==> config.mk <==
export PLATFORM = sky130hd
export DESIGN_NAME = awc_top
export DESIGN_NICKNAME = d
export VERILOG_FILES = /design/src/common/awc_pkg.sv /design/src/rtl/awc_window_cmp.sv /design/src/rtl/awc_top.sv
export SDC_FILE = /design/constraint.sdc
export NUM_CORES = 1
export LEC_CHECK = 0
export ABC_AREA = 1
export ABC_CLOCK_PERIOD_IN_PS = 1500
export BUFFER_PORTS_ARGS = -buffer_cell sky130_fd_sc_hd__buf_2
export CAP_MARGIN = 20
export CORE_MARGIN = 4
export CORE_UTILIZATION = 40
export CTS_CLUSTER_SIZE = 40
export DETAILED_ROUTE_END_ITERATION = 10
export PLACE_DENSITY_LB_ADDON = 0.05
export SYNTH_ARGS = -nofsm -noshare
export SYNTH_HDL_FRONTEND = slang
export SYNTH_SLANG_ARGS = --single-unit
==> constraint.sdc <==
create_clock -name clk_in -period 1.5 [get_ports clk_in]
set_input_delay 0.075 -clock clk_in [delete_from_list [all_inputs] [get_ports clk_in]]
set_output_delay 0.075 -clock clk_in [all_outputs]
set_load 0.02 [all_outputs]
==> src/common/awc_pkg.sv <==
// Constants, register map and state type of the converter window comparator
package awc_pkg;
  localparam int          DATA_W         = 8;
  localparam int          WORD_W         = 16;
  localparam int          RAW_W          = 10;
  localparam int          JUST_PAD_W     = WORD_W - RAW_W;
  localparam int          SEL_W          = 3;
  localparam int          TIMER_N        = 3;
  localparam int          EDGE_N         = 2;
  // Special function register addresses
  localparam logic [7:0]  ADDR_UPPER_LOW  = 8'hC3;
  localparam logic [7:0]  ADDR_UPPER_HIGH = 8'hC4;
  localparam logic [7:0]  ADDR_LOWER_LOW  = 8'hC5;
  localparam logic [7:0]  ADDR_LOWER_HIGH = 8'hC6;
  localparam logic [7:0]  ADDR_CONTROL    = 8'hE8;
  localparam logic [7:0]  ADDR_RESULT_LOW = 8'hBD;
  localparam logic [7:0]  ADDR_RESULT_HIGH = 8'hBE;
  // Reset values
  localparam logic [7:0]  RST_UPPER      = 8'hFF;
  localparam logic [7:0]  RST_LOWER      = 8'h00;
  localparam logic [7:0]  RST_CONTROL    = 8'h00;
  localparam logic [7:0]  RST_RESULT     = 8'h00;
  localparam logic [7:0]  READ_NONE      = 8'h00;
  // Control register bit positions
  localparam int          BIT_SEL_LSB    = 0;
  localparam int          BIT_DONE       = 3;
  localparam int          BIT_BUSY       = 4;
  localparam int          BIT_WINDOW     = 5;
  localparam int          BIT_LEFT       = 6;
  // Start-source codes
  localparam logic [2:0]  SRC_SOFTWARE   = 3'h0;
  localparam logic [2:0]  SRC_TIMER_A    = 3'h1;
  localparam logic [2:0]  SRC_TIMER_B    = 3'h2;
  localparam logic [2:0]  SRC_TIMER_C    = 3'h3;
  localparam logic [2:0]  SRC_EDGE_A     = 3'h4;
  localparam logic [2:0]  SRC_EDGE_B     = 3'h5;
  localparam logic [1:0]  SRC_RESERVED_HI = 2'h3;
  typedef enum logic [2:0] {
    ST_IDLE = 3'b001,
    ST_BUSY = 3'b010,
    ST_EVAL = 3'b100
  } awc_state_type;
endpackage

==> src/rtl/awc_window_cmp.sv <==
// Window comparison of a result word against two limits
`timescale 1ns/100ps
`default_nettype none
module awc_window_cmp (
  input  wire logic [awc_pkg::WORD_W-1:0] result_in,
  input  wire logic [awc_pkg::WORD_W-1:0] upper_in,
  input  wire logic [awc_pkg::WORD_W-1:0] lower_in,
  output logic                            match_out
);
  wire logic above_upper;
  wire logic below_lower;
  wire logic inside_mode;
  assign above_upper = result_in > upper_in;
  assign below_lower = result_in < lower_in;
  // Mode follows only from the relative order of the limits
  assign inside_mode = lower_in > upper_in; // RULE6
  assign match_out   = inside_mode ? (above_upper && below_lower) // RULE7
                                   : (above_upper || below_lower); // RULE8
endmodule
`default_nettype wire

==> src/rtl/awc_top.sv <==
// Converter control: start source selection, result capture and window detector
// Operation
// [RULE1] Code 000: writing one to the busy bit starts a conversion.
// [RULE2] Code 011: a conversion starts on that code's timer overflow.
// [RULE3] Codes 100, 101 start on trigger rising edges; 11x reserved, never start.
// [RULE4] Results are compared against programmed limits without processor help.
// [RULE5] A match sets the window flag in the control register, pollable and interruptive.
// [RULE6] Inside or outside reporting depends only on which limit is larger.
// [RULE7] Lower limit above upper: flag when result strictly between them.
// [RULE8] Lower limit not above upper: flag when below lower or above upper.
// [RULE9] Each limit is a sixteen-bit word of high and low byte.
// [RULE10] Upper limit high byte at 0xC4, read-write, resets to all ones.
// [RULE11] Upper limit low byte at 0xC3, read-write.
// [RULE12] Lower limit high byte at 0xC6, read-write, resets to zero.
// [RULE13] Lower limit low byte at 0xC5, read-write, resets to zero.
// [RULE14] Window evaluated on each completion using the current justification.
`timescale 1ns/100ps
`default_nettype none
module awc_top (
  input  wire logic                              clk_in,
  input  wire logic                              reset_in,
  input  wire logic [7:0]                        sfr_addr_in,
  input  wire logic                              sfr_wr_in,
  input  wire logic                              sfr_rd_in,
  input  wire logic [awc_pkg::DATA_W-1:0]        sfr_wdata_in,
  output logic      [awc_pkg::DATA_W-1:0]        sfr_rdata_out,
  input  wire logic [awc_pkg::TIMER_N-1:0]       timer_overflow_in,
  input  wire logic [awc_pkg::EDGE_N-1:0]        trigger_in,
  input  wire logic                              conv_done_in,
  input  wire logic [awc_pkg::RAW_W-1:0]         conv_data_in,
  output logic                                   conv_start_out,
  output logic                                   busy_out,
  output logic                                   window_flag_out
);
  logic [awc_pkg::DATA_W-1:0] upper_high_reg;
  logic [awc_pkg::DATA_W-1:0] upper_low_reg;
  logic [awc_pkg::DATA_W-1:0] lower_high_reg;
  logic [awc_pkg::DATA_W-1:0] lower_low_reg;
  logic [awc_pkg::WORD_W-1:0] result_reg;
  logic [awc_pkg::SEL_W-1:0]  sel_reg;
  logic                       left_reg;
  logic                       busy_reg;
  logic                       done_reg;
  logic                       window_reg;
  logic                       start_reg;
  logic [awc_pkg::EDGE_N-1:0] trigger_prev_reg;
  awc_pkg::awc_state_type     state_reg;
  awc_pkg::awc_state_type     state_next;

  function automatic logic wr_hit(input logic wr, input logic [7:0] addr,
                                  input logic [7:0] target);
    wr_hit = wr && (addr == target);
  endfunction

  wire logic                       wr_ctrl;
  wire logic [awc_pkg::EDGE_N-1:0] trigger_rise;
  wire logic                       sw_start;
  wire logic                       hw_start;
  wire logic                       start_now;
  wire logic                       match;
  wire logic                       match_set;
  wire logic                       done_set;
  wire logic [awc_pkg::WORD_W-1:0] upper_word;
  wire logic [awc_pkg::WORD_W-1:0] lower_word;
  wire logic [awc_pkg::WORD_W-1:0] justified;
  wire logic [awc_pkg::DATA_W-1:0] ctrl_view;
  wire logic [awc_pkg::DATA_W-1:0] read_mux;

  assign wr_ctrl = wr_hit(sfr_wr_in, sfr_addr_in, awc_pkg::ADDR_CONTROL);

  genvar g;
  generate
    for (g = 0; g < awc_pkg::EDGE_N; g++) begin : g_edge
      assign trigger_rise[g] = trigger_in[g] && !trigger_prev_reg[g]; // RULE3
    end
  endgenerate

  // Software start only in code 000, using the select value being written
  assign sw_start = wr_ctrl && sfr_wdata_in[awc_pkg::BIT_BUSY]
                    && (sfr_wdata_in[awc_pkg::BIT_SEL_LSB +: awc_pkg::SEL_W]
                        == awc_pkg::SRC_SOFTWARE); // RULE1
  assign hw_start =
      ((sel_reg == awc_pkg::SRC_TIMER_A) && timer_overflow_in[0])
   || ((sel_reg == awc_pkg::SRC_TIMER_B) && timer_overflow_in[1])
   || ((sel_reg == awc_pkg::SRC_TIMER_C) && timer_overflow_in[2]) // RULE2
   || ((sel_reg == awc_pkg::SRC_EDGE_A)  && trigger_rise[0])
   || ((sel_reg == awc_pkg::SRC_EDGE_B)  && trigger_rise[1]); // RULE3
  // Starts while a conversion runs are dropped
  assign start_now = (state_reg == awc_pkg::ST_IDLE) && (sw_start || hw_start);

  assign upper_word = {upper_high_reg, upper_low_reg}; // RULE9
  assign lower_word = {lower_high_reg, lower_low_reg}; // RULE9
  assign justified  = left_reg ? {conv_data_in, {awc_pkg::JUST_PAD_W{1'b0}}}
                               : {{awc_pkg::JUST_PAD_W{1'b0}}, conv_data_in}; // RULE14

  awc_window_cmp u_cmp (
    .result_in (result_reg),
    .upper_in  (upper_word),
    .lower_in  (lower_word),
    .match_out (match)
  ); // RULE4

  assign match_set = (state_reg == awc_pkg::ST_EVAL) && match; // RULE14
  assign done_set  = (state_reg == awc_pkg::ST_EVAL);

  always_comb begin
    case (state_reg)
      awc_pkg::ST_IDLE: state_next = start_now ? awc_pkg::ST_BUSY : awc_pkg::ST_IDLE;
      awc_pkg::ST_BUSY: state_next = conv_done_in ? awc_pkg::ST_EVAL : awc_pkg::ST_BUSY;
      awc_pkg::ST_EVAL: state_next = awc_pkg::ST_IDLE;
      default:          state_next = awc_pkg::ST_IDLE;
    endcase
  end

  always_ff @(posedge clk_in) begin
    if (reset_in) begin
      state_reg        <= awc_pkg::ST_IDLE;
      start_reg        <= 1'b0;
      trigger_prev_reg <= '0;
    end else begin
      state_reg        <= state_next;
      start_reg        <= start_now;
      trigger_prev_reg <= trigger_in;
    end
  end

  // Limit registers
  always_ff @(posedge clk_in) begin
    if (reset_in) begin
      upper_high_reg <= awc_pkg::RST_UPPER; // RULE10
      upper_low_reg  <= awc_pkg::RST_UPPER; // RULE11
      lower_high_reg <= awc_pkg::RST_LOWER; // RULE12
      lower_low_reg  <= awc_pkg::RST_LOWER; // RULE13
    end else begin
      if (wr_hit(sfr_wr_in, sfr_addr_in, awc_pkg::ADDR_UPPER_HIGH)) begin
        upper_high_reg <= sfr_wdata_in; // RULE10
      end
      if (wr_hit(sfr_wr_in, sfr_addr_in, awc_pkg::ADDR_UPPER_LOW)) begin
        upper_low_reg <= sfr_wdata_in; // RULE11
      end
      if (wr_hit(sfr_wr_in, sfr_addr_in, awc_pkg::ADDR_LOWER_HIGH)) begin
        lower_high_reg <= sfr_wdata_in; // RULE12
      end
      if (wr_hit(sfr_wr_in, sfr_addr_in, awc_pkg::ADDR_LOWER_LOW)) begin
        lower_low_reg <= sfr_wdata_in; // RULE13
      end
    end
  end

  // Control register and result capture; hardware set wins over software clear
  always_ff @(posedge clk_in) begin
    if (reset_in) begin
      sel_reg    <= awc_pkg::RST_CONTROL[awc_pkg::BIT_SEL_LSB +: awc_pkg::SEL_W];
      left_reg   <= awc_pkg::RST_CONTROL[awc_pkg::BIT_LEFT];
      busy_reg   <= awc_pkg::RST_CONTROL[awc_pkg::BIT_BUSY];
      done_reg   <= awc_pkg::RST_CONTROL[awc_pkg::BIT_DONE];
      window_reg <= awc_pkg::RST_CONTROL[awc_pkg::BIT_WINDOW];
      result_reg <= {awc_pkg::RST_RESULT, awc_pkg::RST_RESULT};
    end else begin
      if (wr_ctrl) begin
        sel_reg  <= sfr_wdata_in[awc_pkg::BIT_SEL_LSB +: awc_pkg::SEL_W];
        left_reg <= sfr_wdata_in[awc_pkg::BIT_LEFT];
      end
      busy_reg   <= start_now || (busy_reg && !done_set);
      done_reg   <= done_set || (wr_ctrl ? sfr_wdata_in[awc_pkg::BIT_DONE] : done_reg);
      window_reg <= match_set
                    || (wr_ctrl ? sfr_wdata_in[awc_pkg::BIT_WINDOW] : window_reg); // RULE5
      if ((state_reg == awc_pkg::ST_BUSY) && conv_done_in) begin
        result_reg <= justified; // RULE14
      end
    end
  end

  assign ctrl_view = {1'b0, left_reg, window_reg, busy_reg, done_reg, sel_reg};
  assign read_mux =
      (sfr_addr_in == awc_pkg::ADDR_UPPER_HIGH)  ? upper_high_reg :
      (sfr_addr_in == awc_pkg::ADDR_UPPER_LOW)   ? upper_low_reg  :
      (sfr_addr_in == awc_pkg::ADDR_LOWER_HIGH)  ? lower_high_reg :
      (sfr_addr_in == awc_pkg::ADDR_LOWER_LOW)   ? lower_low_reg  :
      (sfr_addr_in == awc_pkg::ADDR_CONTROL)     ? ctrl_view      :
      (sfr_addr_in == awc_pkg::ADDR_RESULT_HIGH) ?
          result_reg[awc_pkg::WORD_W-1 -: awc_pkg::DATA_W] :
      (sfr_addr_in == awc_pkg::ADDR_RESULT_LOW)  ? result_reg[awc_pkg::DATA_W-1:0] :
                                                   awc_pkg::READ_NONE;

  always_ff @(posedge clk_in) begin
    if (reset_in) begin
      sfr_rdata_out <= awc_pkg::READ_NONE;
    end else if (sfr_rd_in) begin
      sfr_rdata_out <= read_mux;
    end
  end

  assign conv_start_out  = start_reg;
  assign busy_out        = busy_reg;
  assign window_flag_out = window_reg; // RULE5

  // Checks
  a_software_start: assert property (@(posedge clk_in) disable iff (reset_in)
    sw_start && state_reg == awc_pkg::ST_IDLE |=> conv_start_out && busy_out) // RULE1
    else $error("software start did not launch a conversion");
  a_timer_start: assert property (@(posedge clk_in) disable iff (reset_in)
    sel_reg == awc_pkg::SRC_TIMER_C && timer_overflow_in[2] && state_reg == awc_pkg::ST_IDLE
    |=> conv_start_out) // RULE2
    else $error("timer overflow did not start a conversion");
  a_edge_start: assert property (@(posedge clk_in) disable iff (reset_in)
    sel_reg == awc_pkg::SRC_EDGE_A && trigger_in[0] && !$past(trigger_in[0])
    && state_reg == awc_pkg::ST_IDLE |=> conv_start_out) // RULE3
    else $error("trigger edge did not start a conversion");
  a_reserved_quiet: assert property (@(posedge clk_in) disable iff (reset_in)
    sel_reg[2:1] == awc_pkg::SRC_RESERVED_HI && !wr_ctrl |=> !conv_start_out) // RULE3
    else $error("reserved source started a conversion");
  a_flag_on_match: assert property (@(posedge clk_in) disable iff (reset_in)
    conv_done_in && state_reg == awc_pkg::ST_BUSY ##1 match |=> window_flag_out) // RULE5
    else $error("window match did not set the flag");
  a_inside_mode: assert property (@(posedge clk_in) disable iff (reset_in)
    lower_word > upper_word && match |-> result_reg > upper_word && result_reg < lower_word)
    // RULE7
    else $error("inside window match outside the limits");
  a_outside_mode: assert property (@(posedge clk_in) disable iff (reset_in)
    lower_word <= upper_word && match |-> result_reg < lower_word || result_reg > upper_word)
    // RULE8
    else $error("outside window match inside the limits");
  a_upper_reset: assert property (@(posedge clk_in)
    reset_in |=> upper_high_reg == awc_pkg::RST_UPPER) // RULE10
    else $error("upper high byte reset value wrong");
  a_upper_low_write: assert property (@(posedge clk_in) disable iff (reset_in)
    sfr_wr_in && sfr_addr_in == awc_pkg::ADDR_UPPER_LOW |=> upper_low_reg == $past(sfr_wdata_in))
    // RULE11
    else $error("upper low byte write lost");
  a_lower_reset: assert property (@(posedge clk_in)
    reset_in |=> lower_high_reg == awc_pkg::RST_LOWER && lower_low_reg == awc_pkg::RST_LOWER)
    // RULE12
    else $error("lower limit reset value wrong");
  a_left_justify: assert property (@(posedge clk_in) disable iff (reset_in)
    conv_done_in && state_reg == awc_pkg::ST_BUSY && left_reg
    |=> result_reg[awc_pkg::JUST_PAD_W-1:0] == '0) // RULE14
    else $error("left justified result has low bits set");
  c_inside_match: cover property (@(posedge clk_in) match_set && lower_word > upper_word);
  c_outside_match: cover property (@(posedge clk_in) match_set && lower_word <= upper_word);
  c_timer_start: cover property (@(posedge clk_in) hw_start && start_now);
  c_left_eval: cover property (@(posedge clk_in) done_set && left_reg);
endmodule
`default_nettype wire

**Yosys cells after proc, flatten, opt, wreduce, memory -nomap -nowiden**

Cells that the tools add are included.
Widths: inputs -> output; s select.

- Bits of input ports: 36
- Register bits: 69
- Output and inout bits: 11

- Reduce and logical (&&, ||, !) cells: 32
- Muxes and demuxes: 14
- Magnitude comparators: 3
- Equality and inequality tests: 15

Operator list:

| kind | count |
|---|---|
| $eq 8x8->1 const B | 7 |
| $mux 8 | 7 |
| $gt 16x16->1 | 2 |
| $logic_and 1x1->1 | 19 |
| $lt 16x16->1 | 1 |
| $mux 16 | 1 |
| $eq 3x2->1 const B | 3 |
| $eq 3x3->1 const B | 3 |
| $logic_or 1x1->1 | 9 |
| $eq 3x1->1 const B | 2 |
| $pmux 3 s2 | 1 |
| $logic_not 1->1 | 3 |
| $logic_not 3->1 | 1 |
| $mux 1 | 3 |
| $mux 3 | 1 |
| $mux 2 | 1 |

**Logic depth before layout (Yosys ltp)**

Gate-level depths: netlist (run 1).

- Depth after elaboration: 10
- Depth in mapped cells: 17
- Gate-level depth less buffers: 17

**By module**

From an unflattened synthesis (run 1), not the netlist that was laid out.

- Cells, all modules: 664
- Area total of the unflattened synthesis: 4514.3 µm²

By module, submodules not included:

| module | times used | area an instance (µm²) | seq. area each (µm²) | cells an instance |
|---|---|---|---|---|
| awc_top | 1 | 3238.1 | 1381.3 | 464 |
| awc_window_cmp | 1 | 1276.2 | 0.0 | 200 |

**Worst setup path before layout (run 1)**

No wires, ideal clock.

- Path type: register to register
- Start point: register upper_high_reg[7] (netlist name)
- End point: register window_reg (netlist: window_flag_out)
- Path buffers: 0
- Cell stages (with the launch flop): 14
- Setup slack: 53 ps
- Data arrival time: 1315 ps
- Path through: dfxtp_1 -> inv_1 -> ha_1 -> nand2_1 -> nor2_1 -> nand2_1 -> inv_1 -> nand2_1 -> nand2_1 -> o21ai_0 -> nand2_1 -> nand2_1 -> nand2_1 -> a21oi_1

- Cells in the longest elaborated chain, start to end: 5
- Elaborated cells on any way between the ends: 7

Ends and longest elaborated chain:

| item | RTL line | source |
|---|---|---|
| from (decl) | awc_top.sv:35 | `logic [awc_pkg::DATA_W-1:0] upper_high_reg;` |
| from (signal assigned) | awc_top.sv:130 | `upper_high_reg <= awc_pkg::RST_UPPER;` |
| from (signal assigned) | awc_top.sv:136 | `upper_high_reg <= sfr_wdata_in;` |
| $gt 16x16->1 | awc_window_cmp.sv:13 | `assign above_upper = result_in > upper_in;` |
| $logic_or 1x1->1 / $logic_and 1x1->1 (equally long branches) | awc_window_cmp.sv:18, awc_window_cmp.sv:17 |  |
| $mux 1 (*) | awc_window_cmp.sv:17 | `assign match_out = inside_mode ? (above_upper && below_lower)` |
| $logic_and 1x1->1 (*) | awc_top.sv:103 | `assign match_set = (state_reg == awc_pkg::ST_EVAL) && match;` |
| $logic_or 1x1->1 (*) | awc_top.sv:167 | `\|\| (wr_ctrl ? sfr_wdata_in[awc_pkg::BIT_WINDOW] : window_reg);` |
| to (signal assigned) | awc_top.sv:157 | `window_reg <= awc_pkg::RST_CONTROL[awc_pkg::BIT_WINDOW];` |
| to (signal assigned) | awc_top.sv:166 | `window_reg <= match_set` |
| to (decl) | awc_top.sv:44 | `logic window_reg;` |

Every way passes the cells marked *; elsewhere a longest branch is shown, timed or not.
A chain may end at the register's enable or synchronous reset.

**Worst setup path after layout (run 1)**

Same ends and word-level chain as after synthesis.

==> results of run 1 <==
## cell families (layout without fill, tap and decap cells)
family | Yosys count | count (layout) | synth area share
buf+inv | 109 | 249 | 0.0990
flops | 69 | 69 | 0.323
fa+ha+maj | 47 | 47 | 0.138
simple gates | 253 | 253 | 0.261
compound gates | 141 | 141 | 0.179
## routing by layer
| layer | vias up | wire (um) |
|---|---|---|
| met1 | 2091 | 7180 |
| met2 | 141 | 6630 |
| met3 | 30 | 913 |
| met5 | - | 0 |
| met4 | 0 | 482 |
| li1 | 2333 | - |
## worst min-delay path by stage
stage               cells past startpoint                        endpoint  slack (ps)
finish                                  3   sfr_rdata_out[1]$_SDFFE_PP0P_          40
global route                            2  trigger_prev_reg[0]$_SDFF_PP0_          50
floorplan                               2  trigger_prev_reg[0]$_SDFF_PP0_         200
global placement                        3  trigger_prev_reg[1]$_SDFF_PP0_         290
CTS                                     3   upper_low_reg[5]$_SDFFE_PP1P_          30
detailed placement                      3  trigger_prev_reg[1]$_SDFF_PP0_         300
## placed cells by master (no fill, tap or decap), types with 26 or more instances in the layout
master / instances
nand2_1: 128
buf_4: 79
inv_1: 75
a21oi_1: 53
buf_2: 46
o21ai_0: 43
dfxtp_1: 37
nand3_1: 36
nor2_1: 35
dfxtp_2: 26
## stage by stage
| stage | setup TNS [ps] | instances |
|---|---|---|
| 5_1_grt | -178 | 895 |
| 3_3_place_gp | -921 | 860 |
| 3_5_place_dp | -886 | 860 |
| 2_1_floorplan | 0 | 619 |
| 4_1_cts | -74.8 | 894 |
| 6_report | -101 | 895 |
## worst register-to-register path: stages, from the launching register on
cell	delay (ps)
dfxtp_2	360
inv_4	60
ha_4	280
nand2_4	60
nor2_4	130
nand2_2	90
inv_1	60
nand2_1	50
nand2_1	50
nand2_1	70
inv_1	50
nand2_1	40
nand2_1	50
nand2_1	60
a21oi_1	130
## final cells by class
cell class	instances	area share
Timing Repair Buffer	142	0.165
Sequential cell	69	0.236
Clock inverter	4	0.00802
Tap cell	136	0.0280
Multi-Input combinational cell	441	0.481
Inverter	92	0.0588
Clock buffer	11	0.0232
## power breakdown
group	switching (mW)	internal [mW]	leakage, nW	total, mW
registers	0.00351	1.83	0.562	1.83
logic	0.166	0.119	2.26	0.285
clock network	0.744	0.803	0.0992	1.55
## what timing repair did
action	4_1_cts	5_1_grt
resized for setup	92	39
pin swaps	29	14
hold buffers	16	0
buffers inserted	3	1
hold endpoints to repair	16	0
setup endpoints to repair	1	2
==> results.py, run 1 <==
metrics = {
    "synthesis": {
        "synth.avg_cell_area_um2": 6.90,
        "yosysSeqAreaShare": 0.323,
        "synth_top_area_cell": "dfxtp_1",
        "ys_ff_latch": 69,
        "ys_top_cells_by_area": "dfxtp_1, ha_1, nand2_1, a21oi_1, inv_1",
        "synth_nets": 702,
        "async_flop_share": 0,
        "yosysTopAreaCellShare": 0.323,
        "syn_area_um2": 4270,
        "synth_ff_type": "dfxtp_1",
        "synth_common_cells": "nand2_1, inv_1, dfxtp_1",
        "synth.most_common_cell": "nand2_1",
        "ys_warn_count": 0,
        "syn_inst": 619,
        "synth_edf_count": 0,
        "synth.distinct_cells": 33,
    },
    "power_and_ir_drop": {
        "p_total_mw": 3.66,
        "p_leak_nw": 2.92,
        "ir_drop_mv": 0.470,
        "power_density_nw_per_um2": 602,
    },
    "global_routing": {
        "grt_pass1_vias": 4520,
        "busiest_layer": "met2",
        "use_met3": 0.0500,
        "antenna_found_initial": 0,
        "grt_usage": 0.248,
        "grt.met2_usage": 0.379,
        "gr-total-overflow": 0,
        "grt_pass1_wl_mm": 24.2,
        "grt_max_degree": 32,
        "met1_usage": 0.348,
    },
    "route": {
        "vias_per_cell": 5.13,
        "wire_per_inst_um": 17.0,
        "wirelength_mm": 15.2,
        "vias": 4595,
        "first_pass_iters": 6,
        "drc": 0,
        "ant_nets": 0,
        "drt_iter0_markers": 384,
    },
    "setup_path": {
        "timing.rr.start": "upper_high_reg[7]$_SDFFE_PP1P_",
        "required_ps": 1790,
        "r2r_slack_ps": -100,
        "crit_path_top_delay_cell": "dfxtp_2",
        "cp-start-kind": "flop",
        "cp_top_family": "simple AND/OR/NAND/NOR gates",
        "worstSetupPathDepth": 14,
        "worstPathArrival_ps": 1890,
        "cpPeakStageDelay_ps": 360,
        "reg2reg_depth": 14,
        "cpMostUsedCell": "nand2_1",
        "reg2reg_to": "window_flag_out$_SDFF_PP0_",
        "path_class": "reg -> reg",
        "end_kind": "flop",
        "critPathLaunch": "upper_high_reg[7]$_SDFFE_PP1P_",
        "worstPathCellList": "inv_4, ha_4, nand2_4, nor2_4, nand2_2, inv_1, nand2_1, nand2_1, nand2_1, inv_1, nand2_1, nand2_1, nand2_1, a21oi_1",
        "cp_num_buf_inv": 3,
        "crit_end": "window_flag_out$_SDFF_PP0_",
        "cp_max_fo": 2,
    },
    "cts": {
        "clockBufferDepth": 2,
        "cts_tree": "built",
        "cts_buffers": 9,
        "clock_latency_ps": 360,
        "clk_pin_slew_ps": 80,
        "clkSinkCount": 69,
        "htree_levels": 3,
        "cts-root-buf": "clkbuf_8",
    },
    "floorplan": {
        "ios": 47,
        "die_area_um2": 12400,
        "coreArea_um2": 10400,
        "die-height_um": 111,
        "fp.dieW_um": 111,
        "std_cell_rows": 37,
        "start_util": 0.412,
    },
    "layout": {
        "fin_area_um2": 6080,
        "regArea_um2": 1440,
        "antennaDiodeCount": 0,
        "postLayoutCoreUtil": 0.587,
        "finalNetCount": 838,
        "drive_above_1_share": 0.343,
        "largest_reg_flops": 16,
        "area_growth_pct": 42.4,
        "n_fill_cell": 1037,
        "multi_input_area_um2": 2930,
    },
    "timing": {
        "whs_ps": 42.9,
        "slew_violations": 0,
        "timing.fmax_mhz": 625,
        "tightest_slew_ps": 340,
        "fin_ws_ps": -101,
        "timing.final.crit_share": 1.07,
        "fin_crit_ps": 1600,
        "setup_viol": 1,
        "hold_violations": 0,
        "maxSlewHeadroom": 0.773,
        "rsz0062_at_grt": "true",
        "clock_skew_ps": 10.0,
    },
    "flow_run": {
        "cap_violations": 0,
    },
    "placement": {
        "dp_slack_ps": -313,
        "io_buffers": 46,
        "place_congestion": 0.994,
        "dpl_cell_area_um2": 5180,
        "hpwl_mm": 11.6,
    },
    "run_status": {
        "status": "finished, violations left",
        "violations": "setup timing",
    },
    "min_path": {
        "hp-class": "in -> reg",
        "min_from": "sfr_rd_in",
    },
}
(Power assumes the default switching activity.)
==> run 2: changes to the inputs <==
- CORE_ASPECT_RATIO: default -> 2
==> results.py, run 2 (synthesis gave the netlist of run 1 again) <==
metrics = {
    "timing": {
        "timing.fmax_mhz": 615,
        "timing.final.crit_share": 1.08,
        "rsz0062_at_grt": "true",
        "hold_violations": 0,
        "slew_violations": 0,
        "clock_skew_ps": 8.10,
        "whs_ps": 12.5,
        "fin_ws_ps": -125,
        "maxSlewHeadroom": 0.768,
        "setup_tns_ps": -125,
        "fin_crit_ps": 1630,
        "tightest_slew_ps": 346,
        "setup_viol": 1,
    },
    "floorplan": {
        "fp.dieW_um": 81.1,
        "std_cell_rows": 53,
        "coreArea_um2": 10500,
        "ios": 47,
        "die_area_um2": 12500,
        "die-height_um": 154,
        "start_util": 0.408,
    },
    "setup_path": {
        "crit_end": "window_flag_out$_SDFF_PP0_",
        "worstPathArrival_ps": 1840,
        "end_kind": "flop",
        "cpMostUsedCell": "nand2_1",
        "cpPeakStageDelay_ps": 470,
        "reg2reg_depth": 11,
        "reg2reg_to": "window_flag_out$_SDFF_PP0_",
        "cp_max_fo": 3,
        "timing.rr.start": "result_reg[14]$_SDFFE_PP0P_",
        "worstPathCellList": "ha_4, nand2_2, o21ai_1, a21oi_2, nand2_1, nand2_2, inv_1, nand2_1, nand2_1, nand2_1, a21oi_1",
        "r2r_slack_ps": -130,
        "crit_path_top_delay_cell": "dfxtp_1",
        "required_ps": 1720,
        "cp-start-kind": "flop",
        "path_class": "reg -> reg",
        "critPathLaunch": "result_reg[14]$_SDFFE_PP0P_",
    },
    "cts": {
        "clockBufferDepth": 2,
        "clk_pin_slew_ps": 50,
        "cts-root-buf": "clkbuf_16",
        "cts_tree": "built",
        "clock_latency_ps": 340,
        "cts_buffers": 9,
        "htree_levels": 3,
        "clkSinkCount": 69,
    },
    "global_routing": {
        "grt_max_degree": 40,
        "grt_pass1_vias": 4583,
        "gr-total-overflow": 0,
        "antenna_found_initial": 0,
        "grt_pass1_wl_mm": 23.9,
        "grt_usage": 0.258,
    },
    "layout": {
        "layout.cells.non_filler": 887,
        "final_cell_mix": "nand2_1, buf_4, inv_1",
        "postLayoutCoreUtil": 0.574,
        "layout_commonest_cell": "nand2_1",
        "area_growth_pct": 40.8,
        "antennaDiodeCount": 0,
        "drive_above_1_share": 0.331,
        "n_fill_cell": 1075,
        "finalNetCount": 828,
        "largest_reg_flops": 16,
    },
    "route": {
        "wire_per_inst_um": 17.4,
        "ant_nets": 0,
        "wirelength_mm": 15.5,
        "vias": 4623,
        "vias_per_cell": 5.21,
        "first_pass_iters": 5,
        "drt_iter0_markers": 266,
        "drc": 0,
    },
    "run_status": {
        "status": "finished, violations left",
        "violations": "setup timing",
    },
    "placement": {
        "io_buffers": 46,
        "dp.cells": 865,
        "hpwl_mm": 12.4,
        "dp_slack_ps": -309,
        "place_congestion": 0.935,
    },
    "power_and_ir_drop": {
        "p_leak_nw": 2.89,
        "power_density_nw_per_um2": 708,
        "ir_drop_mv": 0.657,
    },
    "flow_run": {
        "cap_violations": 0,
    },
    "min_path": {
        "hp-class": "in -> reg",
        "min_path_cells": 3,
    },
}
==> run 2: report_power, final <==
part	internal, mW	leakage, nW	total (mW)	switching [mW]
sequential	1.83	0.558	1.84	0.00351
clock	1.33	0.149	2.15	0.824
combinational	0.103	2.18	0.268	0.165
==> run 2: timing repair <==
action / 4_1_cts / 5_1_grt
endpoints found under the setup margin: 1 / 3
hold buffers: 3 / 0
pin swaps: 22 / 19
hold endpoints to repair: 3 / 0
gates resized for setup: 61 / 47
setup buffers: 3 / 0
==> run 2: cell type report <==
| class | instances | area (um2) | area share |
|---|---|---|---|
| Multi-Input combinational cell | 441 | 2850 | 0.473 |
| Sequential cell | 69 | 1420 | 0.236 |
| Timing Repair Buffer | 132 | 925 | 0.154 |
| Inverter | 92 | 355 | 0.0591 |
| Clock buffer | 10 | 239 | 0.0397 |
| Tap cell | 137 | 171 | 0.0285 |
| Clock inverter | 6 | 61.3 | 0.0102 |
==> run 2: how the worst min path moves through the flow <==
stage	startpoint	to	slack, ps
2_1_floorplan	trigger_in[0]	trigger_prev_reg[0]$_SDFF_PP0_	200
3_3_place_gp	trigger_in[1]	trigger_prev_reg[1]$_SDFF_PP0_	290
3_5_place_dp	trigger_in[1]	trigger_prev_reg[1]$_SDFF_PP0_	300
4_1_cts	conv_data_in[0]	result_reg[0]$_SDFFE_PP0P_	8
5_1_grt	conv_data_in[8]	result_reg[8]$_SDFFE_PP0P_	30
6_report	conv_data_in[8]	result_reg[8]$_SDFFE_PP0P_	10
==> run 2: critical path: cells and delay by family (launching register included) <==
| kind | cells | cell delay (ps) |
|---|---|---|
| buffers and inverters | 1 | 40 |
| AO/OA/AOI/OAI | 3 | 330 |
| AND/OR/NAND/NOR | 6 | 420 |
| adder cells (fa/ha/maj) | 1 | 250 |
| flip-flops | 1 | 470 |
==> run 2: stage by stage <==
stage / total power [mW] / instance area [um2]
2_1_floorplan: 1.98 / 4270
3_3_place_gp: 2.14 / 5230
3_5_place_dp: 2.14 / 5230
4_1_cts: 4.28 / 5820
5_1_grt: 4.38 / 6020
6_report: 4.26 / 6020
==> run 2: metal layers <==
metal	global-route usage	share of wire	up-vias
li1	-	-	2316
met1	0.272	0.36	2104
met2	0.466	0.52	152
met3	0.0340	0.044	51
met4	0.154	0.072	0
met5	0	0	-
==> run 3: changes to the inputs <==
- ABC_CLOCK_PERIOD_IN_PS: 1500 -> 1400
- clock period: 1.5 -> 1.4 ns (I/O delays scaled with it)
==> results.py, run 3 (synthesis gave the netlist of run 1 again) <==
metrics = {
    "run_status": {
        "status": "finished, violations left",
        "violations": "setup timing",
    },
    "route": {
        "drt_iter0_markers": 275,
        "wire_per_inst_um": 17.2,
        "vias": 4833,
        "ant_nets": 0,
        "wirelength_mm": 15.9,
        "vias_per_cell": 5.24,
        "drc": 0,
        "first_pass_iters": 5,
    },
    "global_routing": {
        "grt.met2_usage": 0.467,
        "grt_max_degree": 28,
        "use_met3": 0.0404,
        "grt_usage": 0.265,
        "grt_pass1_wl_mm": 24.4,
        "gr-total-overflow": 0,
        "busiest_layer": "met2",
        "antenna_found_initial": 0,
        "grt_pass1_vias": 4633,
        "met1_usage": 0.289,
    },
    "cts": {
        "cts-root-buf": "clkbuf_16",
        "clock_latency_ps": 340,
        "cts_tree": "built",
        "clk_pin_slew_ps": 60,
        "clkSinkCount": 69,
        "cts_buffers": 9,
        "clockBufferDepth": 2,
        "htree_levels": 3,
    },
    "setup_path": {
        "cp_top_family": "simple AND/OR/NAND/NOR gates",
        "critPathLaunch": "upper_low_reg[6]$_SDFFE_PP1P_",
        "worstPathCellList": "inv_1, ha_4, nand2_2, nor2_4, buf_4, nand2_2, nand2_2, nand2_2, nand2_2, nand2_2, a21oi_2, nand2_1, a21oi_2",
        "r2r_slack_ps": -340,
        "required_ps": 1670,
        "cp_num_buf_inv": 2,
        "cpPeakStageDelay_ps": 310,
        "crit_end": "window_flag_out$_SDFF_PP0_",
        "path_class": "reg -> reg",
        "crit_path_top_delay_cell": "dfxtp_1",
        "reg2reg_depth": 13,
        "reg2reg_to": "window_flag_out$_SDFF_PP0_",
        "worstSetupPathDepth": 13,
        "cp-start-kind": "flop",
        "cp_max_fo": 3,
        "end_kind": "flop",
        "cpMostUsedCell": "nand2_2",
        "worstPathArrival_ps": 2020,
        "timing.rr.start": "upper_low_reg[6]$_SDFFE_PP1P_",
    },
    "placement": {
        "place_congestion": 0.897,
        "hpwl_mm": 13.0,
        "dp.cells": 892,
        "io_buffers": 46,
    },
    "flow_run": {
        "cap_violations": 0,
    },
    "floorplan": {
        "fp.dieW_um": 81.1,
        "std_cell_rows": 53,
        "start_util": 0.408,
        "ios": 47,
        "coreArea_um2": 10500,
        "die-height_um": 154,
        "die_area_um2": 12500,
    },
    "layout": {
        "layout.cells.non_filler": 922,
        "area_growth_pct": 44.7,
        "largest_reg_flops": 16,
        "antennaDiodeCount": 0,
        "finalNetCount": 863,
        "postLayoutCoreUtil": 0.590,
        "final_cell_mix": "nand2_1, buf_4, inv_1",
        "drive_above_1_share": 0.329,
        "layout_commonest_cell": "nand2_1",
    },
    "timing": {
        "rsz0062_at_grt": "true",
        "hold_violations": 0,
        "timing.fmax_mhz": 574,
        "setup_viol": 1,
        "fin_crit_ps": 1740,
        "tightest_slew_ps": 333,
        "slew_violations": 0,
        "clock_skew_ps": 6.26,
        "maxSlewHeadroom": 0.775,
        "setup_tns_ps": -341,
        "timing.final.crit_share": 1.24,
        "fin_ws_ps": -341,
    },
    "power_and_ir_drop": {
        "p_leak_nw": 3.08,
        "power_density_nw_per_um2": 775,
        "ir_drop_mv": 0.570,
        "p_total_mw": 4.79,
    },
    "min_path": {
        "hp-class": "in -> reg",
    },
}
## run 3: what timing repair did
action | CTS | global route
buffers inserted | 4 | 6
endpoints found under the setup margin | 1 | 12
gates resized for setup | 23 | 20
hold endpoints to repair | 4 | 0
hold buffers | 4 | 0
pin swaps | 14 | 10
## run 3: worst min path at each step
stage	cells after the start	slack, ps	startpoint	endpoint
2_1_floorplan	2	190	trigger_in[0]	trigger_prev_reg[0]$_SDFF_PP0_
3_3_place_gp	3	290	trigger_in[1]	trigger_prev_reg[1]$_SDFF_PP0_
3_5_place_dp	3	300	trigger_in[1]	trigger_prev_reg[1]$_SDFF_PP0_
4_1_cts	4	1	conv_done_in	state_reg[1]$_SDFF_PP0_
5_1_grt	3	10	conv_data_in[6]	result_reg[6]$_SDFFE_PP0P_
6_report	3	3	conv_data_in[5]	result_reg[5]$_SDFFE_PP0P_
## run 3: metrics by stage
step / hold slack (ps) / setup slack [ps] / area [um2]
after detailed placement: 299 / -460 / 5610
after CTS: 1.02 / -328 / 6080
after global routing: 14.6 / -454 / 6180
after global placement: 287 / -464 / 5610
after floorplan: 195 / -4.69 / 4440
final: 3.06 / -341 / 6180
## run 3: layer usage
metal | routed length, um | share of wire
met5 | 0 | 0
met3 | 743 | 0.047
met1 | 5890 | 0.37
met2 | 8370 | 0.53
met4 | 847 | 0.053
## run 3: worst min-delay path, cell delays in order
cell and delay [ps]:
buf_2 110, nand3_1 70, a21oi_1 50
## run 3: final cells by class
type | instances | area [um2]
fill | 1043 | 4300
multi-input combinational | 441 | 2730
sequential | 69 | 1410
timing repair buffer | 167 | 1190
inverter | 92 | 348
clock buffer | 11 | 243
tap | 137 | 171
clock inverter | 5 | 83.8
## run 3: power breakdown
| group | switching [mW] | total, mW | internal, mW |
|---|---|---|---|
| combinational | 0.181 | 0.297 | 0.116 |
| sequential | 0.00344 | 1.97 | 1.97 |
| clock | 0.908 | 2.52 | 1.61 |
| total | 1.09 | 4.79 | 3.70 |
